File: config.mk
export PLATFORM = sky130hd
export DESIGN_NAME = hbgc_top
export DESIGN_NICKNAME = d
export VERILOG_FILES = /design/src/logic/hbgc_pkg.sv /design/src/logic/hbgc_timer.sv /design/src/logic/hbgc_top.sv
export VERILOG_INCLUDE_DIRS = /design/src /design/src/logic
export SDC_FILE = /design/constraint.sdc
export NUM_CORES = 1
export LEC_CHECK = 0
export BUFFER_PORTS_ARGS = -buffer_cell sky130_fd_sc_hd__buf_2
export CAP_MARGIN = 40
export CORE_MARGIN = 2
export CORE_UTILIZATION = 36
export CTS_BUF_LIST = sky130_fd_sc_hd__clkbuf_8
export DETAILED_ROUTE_END_ITERATION = 6
export SLEW_MARGIN = 20
export SYNTH_ARGS = -nofsm -noshare
export SYNTH_HDL_FRONTEND = slang
export SYNTH_SLANG_ARGS = --single-unit
File: constraint.sdc
create_clock -name clk -period 3 [get_ports clk]
set_clock_uncertainty 0.2 [all_clocks]
set_input_delay 0.45 -clock clk [delete_from_list [all_inputs] [get_ports clk]]
set_output_delay 0.45 -clock clk [all_outputs]
set_load 0.01 [all_outputs]
File: src/logic/hbgc_regs.svh
// Purpose: Constants of the H-bridge gate control and fault latch block
// Assumes: 100 MHz core clock, 32-bit register port with byte offsets
// Notes: Functional notes below; numbers used once, by name
//
// Functional notes
// Enabled, undisabled outputs follow their commands
// Polarity swap inverts both command inputs
// Either disable input tri-states both outputs
// Enable low: sleep, outputs off, flag released
// Awake and disabled: flag low, outputs off
// Floating inputs take their documented default levels
// Undervoltage: outputs off, flag low, self-recovering
// Short or overtemperature latches outputs off, flag low
// Disable falling/rising clear edge releases the latch
// After clear, outputs take commanded state again
// Current limit: fixed 20 us off-time, then resume
// Above 160 C select reduced 4.2 A limit
// Above 175 C latched overtemperature shutdown
// Overtemperature clears only once cooled below hysteresis
// Clearing clears flag; power cycle also resets
// Output transition starts blanking: short versus limit
`ifndef HBGC_REGS_SVH
`define HBGC_REGS_SVH

// Timing
`define HBGC_CLK_NS 10
`define HBGC_TOFF_US 20
`define HBGC_TOFF_CYC ((`HBGC_TOFF_US * 1000) / `HBGC_CLK_NS)
`define HBGC_BLANK_NS 1000
`define HBGC_BLANK_CYC ((`HBGC_BLANK_NS) / `HBGC_CLK_NS)
`define HBGC_TMR_W 12

// Register offsets
`define HBGC_ADDR_STATUS 8'h00
`define HBGC_ADDR_MASK 8'h04
`define HBGC_ADDR_STATE 8'h08

// Event bit positions in status and mask
`define HBGC_EV_UV 0
`define HBGC_EV_SC 1
`define HBGC_EV_OT 2
`define HBGC_EV_CURRENT_LIMIT_THRESHOLD 3
`define HBGC_EV_CLR 4
`define HBGC_EV_W 5

// Reset values
`define HBGC_STATUS_RST 5'h00
`define HBGC_MASK_RST 5'h00

`endif

File: src/logic/hbgc_pkg.sv
// Purpose: Types shared by the gate control block
// Assumes: Constants come from hbgc_regs.svh
// Notes: Pins carry a level and a floating indication
`default_nettype none
package hbgc_pkg;

  // One input pin: level plus not-driven flag
  typedef struct packed {
    logic lvl;
    logic flt;
  } hbgc_pin_t;

  // Control pins from the host
  typedef struct packed {
    hbgc_pin_t enable;
    hbgc_pin_t disable_hi_active;
    hbgc_pin_t disable_lo_active;
    hbgc_pin_t half_bridge_a_cmd;
    hbgc_pin_t half_bridge_b_cmd;
    hbgc_pin_t polarity_swap;
  } hbgc_pins_t;

  // Analog comparator results
  typedef struct packed {
    logic uv;        // Supply below lockout
    logic cur_over;  // Load current at selected limit
    logic temp_fold; // Junction above foldback point
    logic temp_shut; // Junction above shutdown point
    logic temp_cool; // Junction below shutdown minus hysteresis
  } hbgc_sense_t;

  // Register port request
  typedef struct packed {
    logic [7:0] addr;
    logic [31:0] wdata;
    logic wr;
    logic rd;
  } hbgc_bus_t;

  // Bridge drive, level and enable per half
  typedef struct packed {
    logic oe_a;
    logic lvl_a;
    logic oe_b;
    logic lvl_b;
  } hbgc_drive_t;

  // Output stage states
  typedef enum logic [5:0] {
    HBGC_SLEEP = 6'b000001,
    HBGC_UVLO = 6'b000010,
    HBGC_LATCHED = 6'b000100,
    HBGC_DISABLED = 6'b001000,
    HBGC_OFFTIME = 6'b010000,
    HBGC_DRIVE = 6'b100000
  } hbgc_state_t;

endpackage
`default_nettype wire

File: src/logic/hbgc_timer.sv
// Purpose: Load-and-count-down window timer
// Assumes: LEN fits the counter width
// Notes: busy is high for exactly LEN cycles after a load
`timescale 1ns/1ns
`default_nettype none
module hbgc_timer #(
  parameter int W = 12,
  parameter int LEN = 2000
) (
  input wire logic clk,
  input wire logic rst,
  input wire logic load,
  output logic busy
);

  ////////////////////////////////////////////////////////////////
  // Parameter check
  if (LEN < 1 || LEN >= (1 << W)) begin : g_len_bad
    $error("hbgc_timer: LEN does not fit counter");
  end

  logic [W-1:0] cnt_ff; // Remaining cycles
  logic [W-1:0] nxt_cnt;

  ////////////////////////////////////////////////////////////////
  // Next count: reload wins over counting
  always_comb begin
    if (load) begin
      nxt_cnt = LEN[W-1:0];
    end else if (cnt_ff != '0) begin
      nxt_cnt = cnt_ff - 1'b1;
    end else begin
      nxt_cnt = cnt_ff;
    end
  end

  // Count register
  always_ff @(posedge clk or posedge rst) begin
    if (rst) begin
      cnt_ff <= '0;
    end else begin
      cnt_ff <= nxt_cnt;
    end
  end

  assign busy = (cnt_ff != '0);

endmodule
`default_nettype wire

File: src/logic/hbgc_top.sv
// Purpose: Gate control and fault latch of a DC-motor H-bridge
// Assumes: Pins and sense inputs synchronous to clk; rst is power-on
// Notes: Registers hold event status, mask and a read-only state view
//
// The plain strobed port and the register offsets were decided locally.
`timescale 1ns/1ns
`default_nettype none
`include "hbgc_regs.svh"
module hbgc_top
  import hbgc_pkg::*;
#(
  parameter int OFF_CYC = `HBGC_TOFF_CYC,
  parameter int BLANK_CYC = `HBGC_BLANK_CYC
) (
  input wire logic clk,
  input wire logic rst,
  input wire hbgc_pins_t pins,
  input wire hbgc_sense_t sense,
  input wire hbgc_bus_t bus,
  output logic [31:0] rdata,
  output logic irq,
  output logic bridge_out_a_o,
  output logic bridge_out_a_oe,
  output logic bridge_out_b_o,
  output logic bridge_out_b_oe,
  output logic fault_flag_n_o,
  output logic fault_flag_n_oe,
  output logic current_limit_reduced
);

  ////////////////////////////////////////////////////////////////
  // Off-time timer spans all but the start cycle, so Z lasts OFF_CYC cycles
  localparam int OFF_LEN = OFF_CYC - 1;

  // Parameter check
  if (OFF_CYC < 2 || OFF_LEN >= (1 << `HBGC_TMR_W) ||
      BLANK_CYC < 1 || BLANK_CYC >= (1 << `HBGC_TMR_W)) begin : g_par_bad
    $error("hbgc_top: timing count out of range");
  end

  ////////////////////////////////////////////////////////////////
  // Effective pin levels with floating defaults
  logic en_eff;   // Enable, floats to sleep
  logic d_hi_eff; // High-active disable, floats disabled
  logic d_lo_eff; // Low-active disable, floats disabled
  logic cmd_a_eff; // Command A, floats high
  logic cmd_b_eff; // Command B, floats high
  logic swap_eff;  // Polarity swap, floats non-inverted
  logic disabled;  // Either disable set

  assign en_eff = pins.enable.flt ? 1'b0 : pins.enable.lvl;
  assign d_hi_eff = pins.disable_hi_active.flt ? 1'b1 : pins.disable_hi_active.lvl;
  assign d_lo_eff = pins.disable_lo_active.flt ? 1'b0 : pins.disable_lo_active.lvl;
  assign cmd_a_eff = pins.half_bridge_a_cmd.flt ? 1'b1 : pins.half_bridge_a_cmd.lvl;
  assign cmd_b_eff = pins.half_bridge_b_cmd.flt ? 1'b1 : pins.half_bridge_b_cmd.lvl;
  assign swap_eff = pins.polarity_swap.flt ? 1'b0 : pins.polarity_swap.lvl;
  assign disabled = d_hi_eff | ~d_lo_eff;

  ////////////////////////////////////////////////////////////////
  // State, latches and edge history
  hbgc_state_t state_ff; // Output stage state
  hbgc_state_t nxt_state;
  hbgc_drive_t drv_ff; // Registered bridge drive
  hbgc_drive_t nxt_drv;
  logic sc_latched_ff; // Short-circuit latch
  logic nxt_sc_latched;
  logic ot_latched_ff; // Overtemperature latch
  logic nxt_ot_latched;
  logic d_hi_prev_ff; // Last disable levels for edges
  logic d_lo_prev_ff;
  logic flag_low_ff; // Fault flag pulled low
  logic nxt_flag_low;
  logic fold_ff; // Reduced limit selected
  logic clr_edge; // Host clear edge seen
  logic sc_set; // Short detected this cycle
  logic ot_set; // Overtemperature this cycle
  logic off_start; // Start a current-limit off-time
  logic blank_start; // Output transition seen
  logic off_busy; // Off-time running
  logic blank_busy; // Blanking window running
  logic awake_ok; // Enabled with good supply

  assign awake_ok = en_eff & ~sense.uv;
  assign clr_edge = (d_hi_prev_ff & ~d_hi_eff) | (~d_lo_prev_ff & d_lo_eff);
  // Limit hit early after a transition is a short, later it is regulated
  assign sc_set = (state_ff == HBGC_DRIVE) & sense.cur_over & blank_busy & awake_ok;
  assign off_start = (state_ff == HBGC_DRIVE) & sense.cur_over & ~blank_busy & awake_ok;
  assign ot_set = sense.temp_shut & awake_ok;

  ////////////////////////////////////////////////////////////////
  // Off-time and blanking timers
  hbgc_timer #(.W(`HBGC_TMR_W), .LEN(OFF_LEN)) u_off_tmr (
    .clk(clk),
    .rst(rst),
    .load(off_start),
    .busy(off_busy)
  );

  hbgc_timer #(.W(`HBGC_TMR_W), .LEN(BLANK_CYC)) u_blank_tmr (
    .clk(clk),
    .rst(rst),
    .load(blank_start),
    .busy(blank_busy)
  );

  ////////////////////////////////////////////////////////////////
  // Fault latches: set wins over clear
  always_comb begin
    nxt_sc_latched = sc_latched_ff;
    nxt_ot_latched = ot_latched_ff;
    // Sleep or supply drop releases both latches
    if (!awake_ok) begin
      nxt_sc_latched = 1'b0;
      nxt_ot_latched = 1'b0;
    end else if (clr_edge) begin
      nxt_sc_latched = 1'b0;
      // Cooled below hysteresis only
      if (sense.temp_cool) begin
        nxt_ot_latched = 1'b0;
      end
    end
    if (sc_set) begin
      nxt_sc_latched = 1'b1;
    end
    if (ot_set) begin
      nxt_ot_latched = 1'b1;
    end
  end

  ////////////////////////////////////////////////////////////////
  // Stage state and drive, by priority
  always_comb begin
    nxt_drv = '0;
    nxt_flag_low = 1'b0;
    // Sleep first, then supply, latch, disable, off-time
    if (!en_eff) begin
      nxt_state = HBGC_SLEEP;
    end else if (sense.uv) begin
      nxt_state = HBGC_UVLO;
    end else if (nxt_sc_latched || nxt_ot_latched) begin
      nxt_state = HBGC_LATCHED;
    end else if (disabled) begin
      nxt_state = HBGC_DISABLED;
    end else if (off_start || off_busy) begin
      nxt_state = HBGC_OFFTIME;
    end else begin
      nxt_state = HBGC_DRIVE;
    end
    case (nxt_state)
      HBGC_SLEEP: begin
        nxt_flag_low = 1'b0;
      end
      HBGC_UVLO, HBGC_LATCHED, HBGC_DISABLED: begin
        nxt_flag_low = 1'b1;
      end
      HBGC_OFFTIME: begin
        nxt_flag_low = 1'b0;
      end
      HBGC_DRIVE: begin
        nxt_drv.oe_a = 1'b1;
        nxt_drv.oe_b = 1'b1;
        nxt_drv.lvl_a = cmd_a_eff ^ swap_eff;
        nxt_drv.lvl_b = cmd_b_eff ^ swap_eff;
      end
      default: begin
        nxt_flag_low = 1'b1;
      end
    endcase
  end

  // Any newly driven or changed half counts as a transition
  assign blank_start = (nxt_drv.oe_a & (~drv_ff.oe_a | (nxt_drv.lvl_a ^ drv_ff.lvl_a))) |
                       (nxt_drv.oe_b & (~drv_ff.oe_b | (nxt_drv.lvl_b ^ drv_ff.lvl_b)));

  // Stage registers
  always_ff @(posedge clk or posedge rst) begin
    if (rst) begin
      state_ff <= HBGC_SLEEP;
      drv_ff <= '0;
      sc_latched_ff <= 1'b0;
      ot_latched_ff <= 1'b0;
      d_hi_prev_ff <= 1'b1;
      d_lo_prev_ff <= 1'b0;
      flag_low_ff <= 1'b0;
      fold_ff <= 1'b0;
    end else begin
      state_ff <= nxt_state;
      drv_ff <= nxt_drv;
      sc_latched_ff <= nxt_sc_latched;
      ot_latched_ff <= nxt_ot_latched;
      d_hi_prev_ff <= d_hi_eff;
      d_lo_prev_ff <= d_lo_eff;
      flag_low_ff <= nxt_flag_low;
      fold_ff <= sense.temp_fold;
    end
  end

  // Pin drivers; flag is open drain
  assign bridge_out_a_o = drv_ff.lvl_a;
  assign bridge_out_a_oe = drv_ff.oe_a;
  assign bridge_out_b_o = drv_ff.lvl_b;
  assign bridge_out_b_oe = drv_ff.oe_b;
  assign fault_flag_n_o = 1'b0;
  assign fault_flag_n_oe = flag_low_ff;
  assign current_limit_reduced = fold_ff;

  ////////////////////////////////////////////////////////////////
  // Event status, mask and read port
  logic [`HBGC_EV_W-1:0] status_ff; // Sticky events
  logic [`HBGC_EV_W-1:0] nxt_status;
  logic [`HBGC_EV_W-1:0] mask_ff; // Interrupt enables
  logic [`HBGC_EV_W-1:0] nxt_mask;
  logic [`HBGC_EV_W-1:0] events; // Event pulses
  logic [31:0] nxt_rdata;
  logic [31:0] rdata_ff;

  always_comb begin
    events = '0;
    events[`HBGC_EV_UV] = en_eff & sense.uv & (state_ff != HBGC_UVLO);
    events[`HBGC_EV_SC] = sc_set & ~sc_latched_ff;
    events[`HBGC_EV_OT] = ot_set & ~ot_latched_ff;
    events[`HBGC_EV_CURRENT_LIMIT_THRESHOLD] = off_start;
    events[`HBGC_EV_CLR] = clr_edge & awake_ok & (sc_latched_ff | ot_latched_ff);
  end

  // Write one to clear, new events win
  always_comb begin
    nxt_status = status_ff;
    nxt_mask = mask_ff;
    nxt_rdata = '0;
    if (bus.wr && bus.addr == `HBGC_ADDR_STATUS) begin
      nxt_status = status_ff & ~bus.wdata[`HBGC_EV_W-1:0];
    end else if (bus.wr && bus.addr == `HBGC_ADDR_MASK) begin
      nxt_mask = bus.wdata[`HBGC_EV_W-1:0];
    end
    nxt_status = nxt_status | events;
    if (bus.rd && bus.addr == `HBGC_ADDR_STATUS) begin
      nxt_rdata = {27'h0000000, status_ff};
    end else if (bus.rd && bus.addr == `HBGC_ADDR_MASK) begin
      nxt_rdata = {27'h0000000, mask_ff};
    end else if (bus.rd && bus.addr == `HBGC_ADDR_STATE) begin
      nxt_rdata = {16'h0000, 2'h0, fold_ff, flag_low_ff, ot_latched_ff, sc_latched_ff,
                   state_ff, drv_ff};
    end
  end

  // Register file
  always_ff @(posedge clk or posedge rst) begin
    if (rst) begin
      status_ff <= `HBGC_STATUS_RST;
      mask_ff <= `HBGC_MASK_RST;
      rdata_ff <= 32'h00000000;
    end else begin
      status_ff <= nxt_status;
      mask_ff <= nxt_mask;
      rdata_ff <= nxt_rdata;
    end
  end

  assign rdata = rdata_ff;
  assign irq = |(status_ff & mask_ff);

  ////////////////////////////////////////////////////////////////
  // Checks
  logic [`HBGC_TMR_W-1:0] off_len_ff; // Length of current off-time
  always_ff @(posedge clk or posedge rst) begin
    if (rst) begin
      off_len_ff <= '0;
    end else if (off_start) begin
      off_len_ff <= '0;
    end else if (off_busy) begin
      off_len_ff <= off_len_ff + 1'b1;
    end
  end
endmodule
`default_nettype wire

==> metrics <==
Hold Violations, Final=0; drt pass-1 iters=4; latest clock arrival within the worst-skew pair=0.34 ns; CTS Buffer Depth=2; I/O Buffers=54; Synth Flop Type=dfrtp_1; CTS H-Tree Depth=3; detailed-route wire length per cell=around 13 um; RSZ-0062 raised after global routing=false; P per Cell Area=471 nW/um^2; Ys Warns=0; Worst R2R Start=u_blank_tmr.cnt_ff[0]$_DFFE_PP0P_; DRC Markers=0; final setup TNS=0 ns; antenna violations before repair=0; Min Hold Slack=0.0139 ns; R2R setup slack=0.43 ns; post-layout util=0.429; crit path launch type=flop; vias in the first global route=roughly 2,200; Routability Congestion=about 0.8; CP Max Fanout=10; layout cells sized above 1=0.262; IO Pins=101; crit path kind=reg2reg; CTS root buffer=clkbuf_8; drt total wl=6050 um; status=completed; area grow syn2layout=17.3%; Mapped Area=3140 sq um; site row count=34; Max Slew Vio Count=0; max_slew headroom=0.660; remaining global-route overflow=0; final net count=around 430; Syn Area/Cell=10.6 sq um; synthesis-stage register bit count=63; Worst Hold End=current_limit_reduced$_DFF_PP0_; crit path capture type=flop; Clock Sinks=63; postcts setup bufs=0; R2R cell count=7; GRT Total Usage=0.134; die area=around 9500 sq um; Max IR drop VDD=~0.21 mV; ANT cells=0; slew of the pin with the lowest slew margin=0.509 ns; TritonCTS clock tree=yes; floorplan die height=97.4 um; # fillers=approximately 860; HPWL Detailed=4450 um; core box area=about 8600 sq um; post-cts sizing count=0; remaining antenna violation count=0; number of synthesized flops with an enable pin=0; CP max-delay cell=or4_4; Tcrit/Tclk final=0.857; crit path cell chain=inv_1 > ha_1 > or3b_2 > or4_4 > a22oi_4 > nand2b_1 > and2_1; Hold Crit Class=in2reg; routed vias/inst=4.66; Worst Path Arrival=2.60 ns; CP peak stage delay=0.59 ns; Final Setup Violations=0; static leakage=1.74 nW; library cells used by synthesis=53; asr flop ratio synth=1.00; Worst EP required=3.03 ns; Peak Freq=around 390 MHz; worst hold start=sense[2]; Gate Count Post-Synth=between 200 and 300; initial core utilization=0.365; min Tclk post-route=approximately 2.6 ns; reg-to-reg endpoint=fault_flag_n_oe$_DFF_PP0_; number of DRC markers in iteration 0=72; global-route wire length before repair=10,100 um; max_cap viols=0; Vias=2,209; TritonCTS Buffers=9; hold path cells=1; Worst-path clk slew=0.07 ns; register area share after synthesis=0.503; pin count of the biggest net entering global routing=42; Die Wd=about 100 um
[routing by layer]
layer	vias up	GRT usage	wire, um	part of all wire
met3	12	0.0295	305	0.050
met5	-	0	0	0
met4	0	0.0684	140	0.023
met1	1026	0.172	2820	0.47
met2	62	0.212	2780	0.46
li1	1109	-	-	-
[worst max-delay path: cells and delay by family (launching register included)]
kind | cells | cell delay, ns
compound gates | 1 | 0.24
fa+ha+maj | 1 | 0.16
buf+inv | 1 | 0.14
flops | 1 | 0.38
simple gates | 4 | 1.34
[sequential cells by signal (all words and copies together), names as in the netlist, 5 cells and up]
signal              count
rdata                  14
u_blank_tmr.cnt_ff     12
u_off_tmr.cnt_ff       12
state_ff                6
mask_ff                 5
status_ff               5
[cell type report]
cell class	count	area, sq um	area share
Inverter	12	45.0	0.0122
Clock buffer	11	151	0.0411
Timing Repair Buffer	59	310	0.0843
Multi-Input combinational cell	216	1400	0.381
Clock inverter	5	57.6	0.0156
Tap cell	108	135	0.0367
Sequential cell	63	1580	0.429
[synth_stat cells (all sizes together), types with 3 or more instances]
| cell | n | area, sq um |
|---|---|---|
| dfrtp | 61 | 1530 |
| nor2 | 39 | 146 |
| buf | 22 | 173 |
| nand2 | 18 | 67.6 |
| inv | 12 | 45.0 |
| nand3 | 12 | 60.1 |
| xor2 | 12 | 105 |
| and2 | 11 | 68.8 |
| a21oi | 9 | 45.0 |
| nor3 | 8 | 40.0 |
| xnor2 | 8 | 70.1 |
| nand2b | 7 | 43.8 |
| mux2 | 5 | 56.3 |
| mux2i | 5 | 50.1 |
| nand4 | 5 | 31.3 |
| nor2b | 5 | 31.3 |
| nor4 | 5 | 52.6 |
| ha | 4 | 50.1 |
| or4 | 4 | 37.5 |
| a22oi | 3 | 36.3 |
| nand3b | 3 | 22.5 |
| o21ai | 3 | 15.0 |
| or3 | 3 | 18.8 |
[cells in the final DEF (no fill, tap or decap), drive strengths merged, types with 3 or more instances in the layout]
master / Yosys / final
a22oi: 3 / 3
dfrtp: 61 / 61
nor2b: 5 / 5
and2: 11 / 11
nand2b: 7 / 7
buf: 22 / 58
a21oi: 9 / 9
o21ai: 3 / 3
conb: 1 / 19
inv: 12 / 13
clkbuf: 2 / 11
xor2: 12 / 12
nand4: 5 / 5
or4: 4 / 4
or3: 3 / 3
ha: 4 / 4
nand2: 18 / 18
nand3b: 3 / 3
xnor2: 8 / 8
mux2i: 5 / 5
nor3: 8 / 8
nor4: 5 / 5
mux2: 5 / 5
nor2: 39 / 39
nand3: 12 / 12
[stage by stage]
| step | instance area, sq um | setup slack [ns] | power (mW) | std cells |
|---|---|---|---|---|
| 4_1_cts | 3680 | 0.433 | 1.75 | 474 |
| 5_1_grt | 3680 | 0.349 | 1.80 | 474 |
| 3_5_place_dp | 3460 | 0.462 | 0.989 | 457 |
| 2_1_floorplan | 3210 | 0.579 | 0.964 | 315 |
| 3_3_place_gp | 3460 | 0.467 | 0.988 | 457 |
| 6_report | 3680 | 0.428 | 1.73 | 474 |
[cell families (layout without fill, tap and decap cells)]
logic type | after synthesis | in the layout | share of synthesized area
DFF | 63 | 63 | 0.503
AOI/OAI and AO/OA | 30 | 30 | 0.0785
xor gates and xnor gates | 21 | 21 | 0.0629
buffers and inverters | 36 | 87 | 0.0717
other | 1 | 19 | 0.00119
adders and majority gates | 4 | 4 | 0.0159
and+or+nand+nor | 132 | 132 | 0.233
muxes | 10 | 10 | 0.0339
[where the power goes]
group	switching (mW)	internal, mW
Sequential	0.00834	0.861
Combinational	0.0615	0.0408
Clock	0.334	0.427
[what timing repair did]
item	4_1_cts	5_1_grt
setup endpoints to repair	0	0
hold buffers	1	0
hold endpoints to repair	21	0
[how the worst max path moves through the flow]
stage	start	to	slack, ns	depth (start not counted)
finish	u_blank_tmr.cnt_ff[0]$_DFFE_PP0P_	fault_flag_n_oe$_DFF_PP0_	0.43	7
global route	u_blank_tmr.cnt_ff[0]$_DFFE_PP0P_	fault_flag_n_oe$_DFF_PP0_	0.35	7
CTS	u_blank_tmr.cnt_ff[0]$_DFFE_PP0P_	fault_flag_n_oe$_DFF_PP0_	0.43	7
detailed placement	u_blank_tmr.cnt_ff[0]$_DFFE_PP0P_	fault_flag_n_oe$_DFF_PP0_	0.46	7
global placement	u_blank_tmr.cnt_ff[0]$_DFFE_PP0P_	fault_flag_n_oe$_DFF_PP0_	0.47	7
floorplan	u_blank_tmr.cnt_ff[0]$_DFFE_PP0P_	fault_flag_n_oe$_DFF_PP0_	0.58	8
(Power assumes the default switching activity.)
